===== config.mk =====
export PLATFORM = sky130hd
export DESIGN_NAME = seqclk_top
export DESIGN_NICKNAME = d
export VERILOG_FILES = /design/src/rtl/seqclk_pkg.sv /design/src/rtl/seqclk_divider.sv /design/src/rtl/seqclk_top.sv
export SDC_FILE = /design/constraint.sdc
export NUM_CORES = 1
export LEC_CHECK = 0
export ABC_AREA = 0
export CAP_MARGIN = 20
export CORE_UTILIZATION = 48
export CTS_CLUSTER_DIAMETER = 30
export DETAILED_ROUTE_END_ITERATION = 10
export DONT_BUFFER_PORTS = 1
export PLACE_DENSITY = 0.67
export SETUP_SLACK_MARGIN = 0.4
export SYNTH_ARGS = -nofsm -noshare
export SYNTH_HDL_FRONTEND = slang
export SYNTH_SLANG_ARGS = --single-unit

===== constraint.sdc =====
create_clock -name i_clock -period 4.5 [get_ports i_clock]
set_clock_uncertainty 0.05 [all_clocks]
set_input_delay 0.45 -clock i_clock [delete_from_list [all_inputs] [get_ports i_clock]]
set_output_delay 0.45 -clock i_clock [all_outputs]
set_load 0.1 [all_outputs]

===== src/rtl/seqclk_pkg.sv =====
package seqclk_pkg;

    // register offsets
    localparam logic [7:0] ADDR_CONFIG     = 8'h00;
    localparam logic [7:0] ADDR_ADC_SELECT = 8'h08;
    localparam logic [7:0] ADDR_CLOCK_DIV  = 8'h0d;
    localparam logic [7:0] ADDR_BLOCK_POWERDOWN_OVERRIDE   = 8'h0f;
    localparam logic [7:0] ADDR_ADC_RESULT = 8'h81;
    localparam logic [7:0] ADDR_SEQ_STATUS = 8'hc0;

    // config fields (16-bit register)
    localparam int CFG_CLK_IN_PD_BIT = 9;
    localparam int CFG_TESTMODE_BIT  = 0;
    localparam logic [15:0] CONFIG_RESET = 16'h0000;

    // adc select fields
    localparam int SEL_BIT = 6;
    localparam logic [7:0] ADC_SELECT_RESET = 8'hff;

    // divider fields
    localparam int DIV_MODE_LSB  = 4;
    localparam int DIV_RATIO_LSB = 0;
    localparam logic [7:0] CLOCK_DIV_RESET = 8'h08;

    // block power-down override
    localparam logic [15:0] BLOCK_POWERDOWN_OVERRIDE_RESET = 16'hffff;
    localparam int PD_ADC_BIT  = 12;
    localparam int PD_PA_BIT   = 2;
    localparam int PD_XTAL_BIT = 0;

    // adc result fields
    localparam int RES_PD_BIT  = 7;
    localparam int RES_SEL_BIT = 6;

    // output source codes
    typedef enum logic [1:0]
    {
        SCK_SRC_DIV    = 2'b00,
        SCK_SRC_XTAL   = 2'b01,
        SCK_SRC_RC     = 2'b10,
        SCK_SRC_WINDOW = 2'b11
    } seqclk_src_t;

    // timing, in rc oscillator ticks (32 kHz, 31.25 us)
    localparam int RC_TICK_NS       = 31250;
    localparam int CLOCK_SETTLE_US  = 500;
    localparam int SYS_SETUP_US     = 2600;
    localparam int DETECT_SETUP_US  = 2600;
    localparam int TX_SETUP_US      = 1000;
    localparam int CLOCK_SETTLE_TICKS =
        (CLOCK_SETTLE_US * 1000 + RC_TICK_NS - 1) / RC_TICK_NS;
    localparam int SYS_SETUP_TICKS =
        (SYS_SETUP_US * 1000 + RC_TICK_NS - 1) / RC_TICK_NS;
    localparam int DETECT_SETUP_TICKS =
        (DETECT_SETUP_US * 1000 + RC_TICK_NS - 1) / RC_TICK_NS;
    localparam int TX_SETUP_TICKS =
        (TX_SETUP_US * 1000 + RC_TICK_NS - 1) / RC_TICK_NS;

    typedef struct packed
    {
        logic [7:0] addr;
        logic [15:0] wdata;
        logic        wr;
        logic        rd;
    } seqclk_bus_t;

    typedef struct packed
    {
        logic xtal_en;
        logic adc_en;
        logic detect_en;
        logic pa_en;
        logic rx_ready;
    } seqclk_enables_t;

endpackage


===== src/rtl/seqclk_divider.sv =====
`timescale 1ns/1ps
`default_nettype none
module seqclk_divider
(
    input  wire logic        i_clock,
    input  wire logic        i_rst,
    input  wire logic        i_xtal_clk,
    input  wire logic        i_rc_clk,
    input  wire logic        i_window_done,
    input  wire logic        i_run,
    input  wire logic [5:0]  i_setting,
    output logic             o_clk
);
    import seqclk_pkg::*;

    logic [3:0] ratio;
    logic [1:0] mode;
    logic [4:0] count;
    logic       phase;
    logic       xtal_d;
    logic [3:0] next_ratio;
    logic [1:0] next_mode;
    logic [4:0] next_count;
    logic       next_phase;
    logic       next_out;
    logic       boundary;
    logic       rise;

    assign rise = i_xtal_clk & ~xtal_d;

    always_comb
    begin
        next_ratio = ratio;
        next_mode  = mode;
        next_count = count;
        next_phase = phase;
        boundary   = 1'b0;
        if (rise)
        begin
            // half period is ratio+1 crystal edges
            if (count == {1'b0, ratio})
            begin
                next_count = 5'h00;
                next_phase = ~phase;
                boundary   = phase;
            end
            else
            begin
                next_count = count + 5'h01;
            end
        end
        if (boundary)
        begin
            next_ratio = i_setting[3:0];
            next_mode  = i_setting[5:4];
        end
        // new source applied in the boundary cycle itself, no runt pulse
        unique case (seqclk_src_t'(next_mode))
            SCK_SRC_DIV:    next_out = next_phase;
            SCK_SRC_XTAL:   next_out = i_xtal_clk;
            SCK_SRC_RC:     next_out = i_rc_clk;
            SCK_SRC_WINDOW: next_out = i_window_done;
        endcase
        if (!i_run)
        begin
            next_out = 1'b0;
        end
    end

    always_ff @(posedge i_clock or posedge i_rst)
    begin
        if (i_rst)
        begin
            ratio  <= CLOCK_DIV_RESET[3:0];
            mode   <= CLOCK_DIV_RESET[5:4];
            count  <= 5'h00;
            phase  <= 1'b0;
            xtal_d <= 1'b0;
            o_clk  <= 1'b0;
        end
        else
        begin
            ratio  <= next_ratio;
            mode   <= next_mode;
            count  <= next_count;
            phase  <= next_phase;
            xtal_d <= i_xtal_clk;
            o_clk  <= next_out;
        end
    end
endmodule
`default_nettype wire


===== src/rtl/seqclk_top.sv =====
// Behaviour
// - all sequencing timed by rc oscillator ticks; drives analog enables
// - after reset the output clock runs at the default 1 MHz ratio
// - clock marked valid only after settle time from xtal enable
// - detect pin low at start: normal timing after system setup time
// - detect pin high at start: clock runs, wait pin low then setup
// - clock stopped in power-down unless clock-in-power-down bit set
// - detection starts detect setup time after receive activation
// - power amplifier enabled transmit setup time after transmit activation
// - test mode: override register drives block enables directly
// - output-select bits choose divider, crystal, rc or window signal
// - select bit picks supply/5 (0) or rssi (1) for the adc
// - result upper bits show power-down and select of that sample
// - result: bit7 power-down, bit6 select, bits5-0 measurement
`timescale 1ns/1ps
`default_nettype none
module seqclk_top
(
    input  wire logic                        i_clock,
    input  wire logic                        i_rst,
    input  wire seqclk_pkg::seqclk_bus_t     i_bus,
    output logic [15:0]                      o_rdata,
    input  wire logic                        i_powerdown_detect_pin,
    input  wire logic                        i_rx_mode,
    input  wire logic                        i_rc_clk,
    input  wire logic                        i_xtal_clk,
    input  wire logic                        i_window_done,
    input  wire logic                        i_adc_sample,
    input  wire logic [5:0]                  i_adc_value,
    output logic                             o_divided_clock_pin,
    output logic                             o_clock_valid,
    output logic                             o_normal_timing,
    output seqclk_pkg::seqclk_enables_t      o_enables,
    output logic                             o_adc_use_rssi
);
    import seqclk_pkg::*;

    typedef enum logic [2:0]
    {
        ST_START,
        ST_WAIT_LOW,
        ST_SETUP,
        ST_POWERDOWN,
        ST_RX_SETUP,
        ST_RX,
        ST_TX_SETUP,
        ST_TX
    } seqclk_state_t;

    function automatic logic sat(input logic [7:0] cnt, input int lim);
        sat = (int'(cnt) >= lim);
    endfunction

    seqclk_state_t state;
    seqclk_state_t next_state;
    logic [15:0]   config_reg;
    logic [15:0]   next_config;
    logic [7:0]    adc_select;
    logic [7:0]    next_adc_select;
    logic [7:0]    clock_div;
    logic [7:0]    next_clock_div;
    logic [15:0]   block_powerdown_override;
    logic [15:0]   next_block_powerdown_override;
    logic [7:0]    adc_result;
    logic [7:0]    next_adc_result;
    logic [15:0]   next_rdata;
    logic [7:0]    ticks;
    logic [7:0]    next_ticks;
    logic [7:0]    settle;
    logic [7:0]    next_settle;
    logic          rc_d;
    logic          rc_tick;
    logic          clk_valid;
    logic          next_clk_valid;
    logic          normal;
    logic          next_normal;
    logic          xtal_on;
    logic          testmode;
    seqclk_enables_t seq_en;
    seqclk_enables_t next_en;

    assign rc_tick  = i_rc_clk & ~rc_d;
    assign testmode = config_reg[CFG_TESTMODE_BIT];

    // register file
    always_comb
    begin
        next_config     = config_reg;
        next_adc_select = adc_select;
        next_clock_div  = clock_div;
        next_block_powerdown_override   = block_powerdown_override;
        next_rdata      = 16'h0000;
        if (i_bus.wr)
        begin
            unique case (i_bus.addr)
                ADDR_CONFIG:     next_config     = i_bus.wdata;
                ADDR_ADC_SELECT: next_adc_select = i_bus.wdata[7:0];
                ADDR_CLOCK_DIV:  next_clock_div  = {2'b00, i_bus.wdata[5:0]};
                ADDR_BLOCK_POWERDOWN_OVERRIDE:   next_block_powerdown_override   = i_bus.wdata;
                default:         next_config     = config_reg;
            endcase
        end
        if (i_bus.rd)
        begin
            unique case (i_bus.addr)
                ADDR_CONFIG:     next_rdata = config_reg;
                ADDR_ADC_SELECT: next_rdata = {8'h00, adc_select};
                ADDR_CLOCK_DIV:  next_rdata = {8'h00, clock_div};
                ADDR_BLOCK_POWERDOWN_OVERRIDE:   next_rdata = block_powerdown_override;
                ADDR_ADC_RESULT: next_rdata = {8'h00, adc_result};
                ADDR_SEQ_STATUS: next_rdata = {11'h000, normal, clk_valid,
                                               state};
                default:         next_rdata = 16'h0000;
            endcase
        end
        // sample tagged with conditions that applied to it
        next_adc_result = adc_result;
        if (i_adc_sample)
        begin
            next_adc_result = {~o_enables.adc_en,
                               adc_select[SEL_BIT],
                               i_adc_value};
        end
    end

    // sequencer
    always_comb
    begin
        next_state     = state;
        next_ticks     = ticks;
        next_settle    = settle;
        next_normal    = normal;
        next_clk_valid = clk_valid;
        if (rc_tick && !sat(ticks, 255))
        begin
            next_ticks = ticks + 8'h01;
        end
        unique case (state)
            ST_START:
            begin
                next_ticks = 8'h00;
                next_state = i_powerdown_detect_pin ? ST_WAIT_LOW
                                                    : ST_SETUP;
            end
            ST_WAIT_LOW:
            begin
                next_ticks = 8'h00;
                if (!i_powerdown_detect_pin)
                begin
                    next_state = ST_SETUP;
                end
            end
            ST_SETUP:
            begin
                // leaving early goes back to ST_WAIT_LOW; the setup time restarts
                if (i_powerdown_detect_pin)
                begin
                    next_state = ST_WAIT_LOW;
                end
                else if (sat(ticks, SYS_SETUP_TICKS))
                begin
                    // pin is low here: go straight on, crystal kept running
                    next_normal = 1'b1;
                    next_ticks  = 8'h00;
                    next_state  = i_rx_mode ? ST_RX_SETUP : ST_TX_SETUP;
                end
            end
            ST_POWERDOWN:
            begin
                next_ticks = 8'h00;
                if (!i_powerdown_detect_pin)
                begin
                    next_state = i_rx_mode ? ST_RX_SETUP : ST_TX_SETUP;
                end
            end
            ST_RX_SETUP:
            begin
                if (i_powerdown_detect_pin)
                begin
                    next_state = ST_POWERDOWN;
                end
                else if (sat(ticks, DETECT_SETUP_TICKS))
                begin
                    next_state = ST_RX;
                end
            end
            ST_TX_SETUP:
            begin
                if (i_powerdown_detect_pin)
                begin
                    next_state = ST_POWERDOWN;
                end
                else if (sat(ticks, TX_SETUP_TICKS))
                begin
                    next_state = ST_TX;
                end
            end
            ST_RX, ST_TX:
            begin
                if (i_powerdown_detect_pin)
                begin
                    next_state = ST_POWERDOWN;
                end
                else if (i_rx_mode != (state == ST_RX))
                begin
                    // direction change without a power-down blip
                    next_ticks = 8'h00;
                    next_state = i_rx_mode ? ST_RX_SETUP : ST_TX_SETUP;
                end
            end
        endcase
        // crystal enable and settle tracking
        xtal_on = (state != ST_POWERDOWN) ||
                  config_reg[CFG_CLK_IN_PD_BIT];
        if (testmode)
        begin
            xtal_on = ~block_powerdown_override[PD_XTAL_BIT];
        end
        if (!xtal_on)
        begin
            next_settle    = 8'h00;
            next_clk_valid = 1'b0;
        end
        else if (rc_tick && !sat(settle, CLOCK_SETTLE_TICKS))
        begin
            next_settle = settle + 8'h01;
        end
        if (xtal_on && sat(settle, CLOCK_SETTLE_TICKS))
        begin
            next_clk_valid = 1'b1;
        end
        next_en.xtal_en   = xtal_on;
        next_en.adc_en    = (state == ST_RX) || (state == ST_RX_SETUP);
        next_en.detect_en = (state == ST_RX);
        next_en.pa_en     = (state == ST_TX);
        next_en.rx_ready  = (state == ST_RX);
        if (testmode)
        begin
            next_en.adc_en    = ~block_powerdown_override[PD_ADC_BIT];
            next_en.detect_en = ~block_powerdown_override[PD_ADC_BIT];
            next_en.pa_en     = ~block_powerdown_override[PD_PA_BIT];
        end
    end

    always_ff @(posedge i_clock or posedge i_rst)
    begin
        if (i_rst)
        begin
            state      <= ST_START;
            config_reg <= CONFIG_RESET;
            adc_select <= ADC_SELECT_RESET;
            clock_div  <= CLOCK_DIV_RESET;
            block_powerdown_override   <= BLOCK_POWERDOWN_OVERRIDE_RESET;
            adc_result <= 8'h00;
            o_rdata    <= 16'h0000;
            ticks      <= 8'h00;
            settle     <= 8'h00;
            rc_d       <= 1'b0;
            clk_valid  <= 1'b0;
            normal     <= 1'b0;
            seq_en     <= '0;
        end
        else
        begin
            state      <= next_state;
            config_reg <= next_config;
            adc_select <= next_adc_select;
            clock_div  <= next_clock_div;
            block_powerdown_override   <= next_block_powerdown_override;
            adc_result <= next_adc_result;
            o_rdata    <= next_rdata;
            ticks      <= next_ticks;
            settle     <= next_settle;
            rc_d       <= i_rc_clk;
            clk_valid  <= next_clk_valid;
            normal     <= next_normal;
            seq_en     <= next_en;
        end
    end

    assign o_enables       = seq_en;
    assign o_clock_valid   = clk_valid;
    assign o_normal_timing = normal;
    assign o_adc_use_rssi  = adc_select[SEL_BIT];

    seqclk_divider u_divider
    (
        .i_clock       (i_clock),
        .i_rst         (i_rst),
        .i_xtal_clk    (i_xtal_clk),
        .i_rc_clk      (i_rc_clk),
        .i_window_done (i_window_done),
        .i_run         (seq_en.xtal_en),
        .i_setting     (clock_div[5:0]),
        .o_clk         (o_divided_clock_pin)
    );
endmodule
`default_nettype wire


Word-level counts from Yosys, hierarchy flattened
Cells that the tools add are included.
W data, S select, Z words.
- add/subtract/negate cells: 3
- magnitude comparators: 4
- equality and inequality tests: 26
- multiplexer cells: 35
- bitwise operators: 10
- reductions and logical operators: 18
- operators by type and width (kind ; count):
    $pmux W16 S6 ; 1
    $mux W8 ; 7
    $mux W3 ; 11
    $eq A8 B4 Y1 const B ; 3
    $pmux W8 S3 ; 1
    $pmux W3 S7 ; 1
    $add A8 B1 Y8 const B ; 2
    $eq A8 B8 Y1 const B ; 2
    $mux W16 ; 1
    $eq A3 B3 Y1 const B ; 4
    $ne A3 B3 Y1 const B ; 4
    $ge A8 B5 Y1 const B ; 1
    $ge A8 B6 Y1 const B ; 1
    $ge A8 B7 Y1 const B ; 1
    $ge A8 B8 Y1 const B ; 1
    $logic_not A8 Y1 ; 1
    $mux W1 ; 8
    $not A1 Y1 ; 8
    $reduce_and A2 Y1 ; 4
    $eq A3 B2 Y1 const B ; 2
    $mux W2 ; 3
    $reduce_and A6 Y1 ; 1
    $add A5 B1 Y5 const B ; 1
    $eq A5 B4 Y1 ; 1
    18 further kinds ; 26
- bits in registers: 111
- output and inout bits: 25
- logic and storage cells: 119

Logic depth before layout (Yosys ltp)
- word-level depth: 7
- gate-level depth with buffers: 10

Hierarchy
From an unflattened synthesis, not the netlist that was laid out.
- cells, all modules: 418
- area, all modules: 5156.2 µm²
- modules (own cells, without submodules) (module ; times used ; cells an instance ; area an instance (µm²) ; sequential area each (µm²)):
    seqclk_top ; 1 ; 351 ; 4440.5 ; 2458.6
    seqclk_divider ; 1 ; 67 ; 715.7 ; 351.6

Least setup slack after synthesis
Ideal clock, no wire load.
- kind: reg2reg
- start: reg u_divider.ratio[3]
- end: reg u_divider.o_clk
- setup time: 0.119 ns
- arrival time: 2.227 ns
- slack: 2.104 ns
- stages on the path, launching flop included: 11
- cell sequence: dfstp_2 -> inv_1 -> a222oi_1 -> and4b_1 -> clkbuf_1 -> ha_1 -> nand3b_1 -> mux2i_1 -> mux2i_1 -> mux2i_1 -> and2_1
- word-level cells in the longest chain between the ends: 7
- ends and longest elaborated chain (element ; line ; source):
    start, declared ; seqclk_divider.sv:16 ; logic [3:0] ratio;
    start signal, assigned ; seqclk_divider.sv:74 ; ratio <= CLOCK_DIV_RESET[3:0];
    start signal, assigned ; seqclk_divider.sv:83 ; ratio <= next_ratio;
    $eq A5 B4 Y1 * ; seqclk_divider.sv:41 ; if (count == {1'b0, ratio})
    $mux W1 ; seqclk_divider.sv:41 ;
    $mux W1 ; seqclk_divider.sv:38 ; if (rise)
    $mux W2 ; seqclk_divider.sv:52 ; if (boundary)
    $eq A2 B2 Y1 (tied with other cells) ; seqclk_divider.sv:58 ; unique case (seqclk_src_t'(next_mode))
    $pmux W1 S4 * ; seqclk_divider.sv:58 ;
    $mux W1 * ; seqclk_divider.sv:64 ; if (!i_run)
    via u_divider.next_out ; seqclk_divider.sv:25 ; logic next_out;
    end signal, assigned ; seqclk_divider.sv:88 ; o_clk <= next_out;
    end, declared ; seqclk_divider.sv:12 ; output logic o_clk
Mark *: on every way through the listed nets, which the timed path passes. The rest lies on a longest branch.
A chain may end at the register's enable or synchronous reset.

Worst setup path in the final report
Same ends and word-level chain as after synthesis.

==> impl_metrics.csv <==
group,metric,value,unit
clock_network,cts_buffers,9,
pwr,ir_drop,217.3,uV
pwr,p_leak,0.002487,uW
critical_path,cp_max_fo,6,
clock_network,clk_pin_slew,0.11,ns
clock_network,cts_tree,"yes",
flow_run,drv_cap,0,
critical_path,crit_path_end_kind,"flop",
critical_path,required,4.73,ns
synth,ys_seq_area_share,55.57,%
place,gp_congestion,0.7740,
synth,syn-instance-count,401,
global_route,grt_max_degree,80,
drt,wl_per_cell,18.46,um
critical_path,critPathLaunchType,"flop",
pwr,cell_internal_pwr,1376,uW
cells_and_area,final_nets,445,
sta,fin_crit,2.579,ns
critical_path,cpMostUsedCell,"mux2i_1",
min_path,holdPathEnd,"rc_d",
floorplanning,floorplan.initialDensity,49.21,%
sta,hold_viol_final,0,
synth,netlist_area,5057,um^2
sta,final.setup.tns,0,ns
clock_network,cts_sinks,111,
pwr,combPwrFrac,8.6,%
critical_path,crit_path_top_delay_cell,"dfstp_2",
pwr,p_switching,580.3,uW
min_path,worstHoldStart,"i_rc_clk",
drt,ant_nets,0,
pwr,sequentialPowerShare,60.5,%
sta,setup_viol,0,
clock_network,clock_latency,0.38,ns
critical_path,crit_chain,"inv_1 -> a222oi_1 -> and4b_1 -> ha_1 -> nand3b_1 -> mux2i_1 -> mux2i_1 -> mux2i_1 -> and2_1",
place,dp_hpwl,6856,um
floorplanning,num_rows,37,
clock_network,htreeDepth,3,
sta,slew_headroom,31.60,%
pwr,pwr-share-clk,30.9,%
synth,synth_enable_flop_cells,0,
synth,synth_ff_type,"dfrtp_1",
critical_path,cp.arrival,2.81,ns
sta,slew_viol_final,0,
cells_and_area,syn2layout_area_growth,6.482,%
critical_path,critPathMaxStageDelay,0.55,ns
floorplanning,die_x,104.6,um
pwr,switching_share,29.66,%
clock_network,clockBufferDepth,2,
floorplanning,core,10280,um^2
pwr,power-per-cell-area,363.4,nW/um^2
min_path,min_path_type,"primary input to flop",
synth,yosysWarnings,0,
clock_network,root_buffer,"clkbuf_8",
synth,async_flop_share,100.0,%
synth,avgSynthCellArea,12.61,um^2
drt,drtPass1Iterations,4,
drt,dr_total_vias,3077,
floorplanning,die-area,10950,um^2
drt,drt_iter0_drc,160,
global_route,grt-ovfl-total,0,
sta,grt_setup_unrepaired,"no",
synth,synth_seq_cells,111,
critical_path,r2r_start,"u_divider.ratio[3]",
global_route,first_global_vias,3284,
min_path,worstHoldPathCells,0,
cells_and_area,drive_gt1_share,28.96,%
drt,via_per_inst,5.698,
critical_path,critPathKind,"flop to flop",
critical_path,rrSetupSlack,1.92,ns
global_route,grt_pass1_wl,16800,um
place,port-buffer-count,0,
floorplanning,die_h,104.6,um
sta,timing.final.crit_share,57.31,%
synth,synth.distinct_cells,57,
floorplanning,pin_count,65,
critical_path,rr_endpoint,"u_divider.o_clk",
cells_and_area,final_common_cell,"dfrtp_1",
synth,synth_nets,447,
global_route,antenna_found_initial,1,
clock_network,post_cts_buffers,0,
sta,worst_slew_pin_slew,1.026,ns
cells_and_area,final_cell_mix,"85 x dfrtp_1, 44 x mux2_2, 35 x nor2_1, 26 x dfstp_2, 22 x nand2_1",
sta,fmax,0.3877,GHz
critical_path,r2r_cells,9,
drt,drcViolationCount,0,
cells_and_area,fillers,910,
global_route,track_usage,19.83,%
outcome,status,"finished, final reports clean",
sta,fin_ws,1.921,ns
drt,wirelength,9966,um
place,place_ws,1.901,ns
cells_and_area,n_antenna_cell,0,
==> cell usage after synthesis (2+ instances only) <==
master	number	share of area, %
dfrtp_1	85	42
mux2_2	44	9.8
nor2_1	35	2.6
dfstp_2	26	14
nand2_1	22	1.6
a22oi_1	20	3.0
mux2_4	20	5.9
inv_1	14	1.0
a21oi_1	10	0.99
o21ai_0	10	0.99
xor2_1	8	1.4
a22o_1	7	1.2
mux2i_1	7	1.4
and3_1	6	0.74
clkbuf_1	6	0.45
ha_1	6	1.5
and2_1	5	0.62
buf_2	5	0.49
nand3_1	5	0.49
nand2b_1	4	0.49
nand4_1	4	0.49
xnor2_1	4	0.69
a32oi_1	3	0.52
buf_6	3	0.67
nor2b_1	3	0.37
a21o_1	2	0.30
and4b_1	2	0.40
buf_4	2	0.30
nor4b_1	2	0.35
o211ai_1	2	0.30
o21a_1	2	0.30
o22ai_1	2	0.25
==> power groups by stage <==
| stage | logic [uW] | clock network [uW] | registers [uW] |
|---|---|---|---|
| after floorplan | 168 | 0 | 1160 |
| after global placement | 162 | 0 | 1200 |
| after detailed placement | 169 | 0 | 1200 |
| after CTS | 169 | 626 | 1180 |
| after global routing | 195 | 660 | 1190 |
| final | 169 | 605 | 1180 |
==> critical path: cells and delay by family (launching register included) <==
| kind | cells | cell delay (ns) |
|---|---|---|
| and+or+nand+nor | 3 | 0.73 |
| muxes | 3 | 0.71 |
| DFF | 1 | 0.55 |
| AOI/OAI and AO/OA | 1 | 0.22 |
| adders and majority gates | 1 | 0.18 |
| buffers and inverters | 1 | 0.05 |
==> per-stage QoR <==
step | hold slack [ns] | util [%] | power [uW] | std cells | instance area [um^2]
floorplan | 0.3937 | - | 1330 | 401 | 5057
global placement | 0.4126 | 50.02 | 1360 | 522 | 5141
detailed placement | 0.4175 | 50.02 | 1369 | 522 | 5141
CTS | 0.01361 | 52.03 | 1978 | 538 | 5348
global route | 0.003727 | 52.40 | 2049 | 540 | 5385
finish | 0.03671 | 52.40 | 1957 | 540 | 5385
==> metal layers <==
layer	wire length, um	GRT usage [%]	up-vias
li1	-	-	1433
met1	4441	26.07	1579
met2	4926	31.84	56
met3	475	5.989	9
met4	123	5.734	0
met5	0	0	-
==> kinds of logic after synthesis <==
family	after synthesis	synth area share (%)
flops	111	55.57
simple gates	102	10.94
mux	71	17.12
compound gates	69	9.872
buf+inv	30	2.944
xor+xnor	12	2.078
fa+ha+maj	6	1.484
==> what timing repair did <==
| item | CTS | global route |
|---|---|---|
| gates resized for setup | 0 | 0 |
| hold buffers | 0 | 1 |
| hold endpoints to repair | 0 | 5 |
| endpoints found under the setup margin | 0 | 0 |
==> worst max path at each step <==
stage                                   from               to  slack [ns]
final                     u_divider.ratio[3]  u_divider.o_clk        1.92
after global routing      u_divider.ratio[3]  u_divider.o_clk        1.75
after CTS                 u_divider.ratio[3]  u_divider.o_clk        1.92
after detailed placement  u_divider.ratio[3]  u_divider.o_clk        1.90
after global placement    u_divider.ratio[3]  u_divider.o_clk        2.01
after floorplan                        i_rst    adc_result[0]        1.11
==> layout make-up <==
| class | instances | area [um^2] | area share [%] |
|---|---|---|---|
| sequential | 111 | 2810 | 52.18 |
| multi-input combinational | 260 | 2098 | 38.96 |
| tap | 136 | 170.2 | 3.160 |
| inverter | 14 | 55.05 | 1.022 |
| clock buffer | 9 | 123.9 | 2.300 |
| timing repair buffer | 3 | 45.04 | 0.8364 |
| clock inverter | 7 | 82.58 | 1.533 |
No activity file was read; power rests on OpenSTA's default activity.
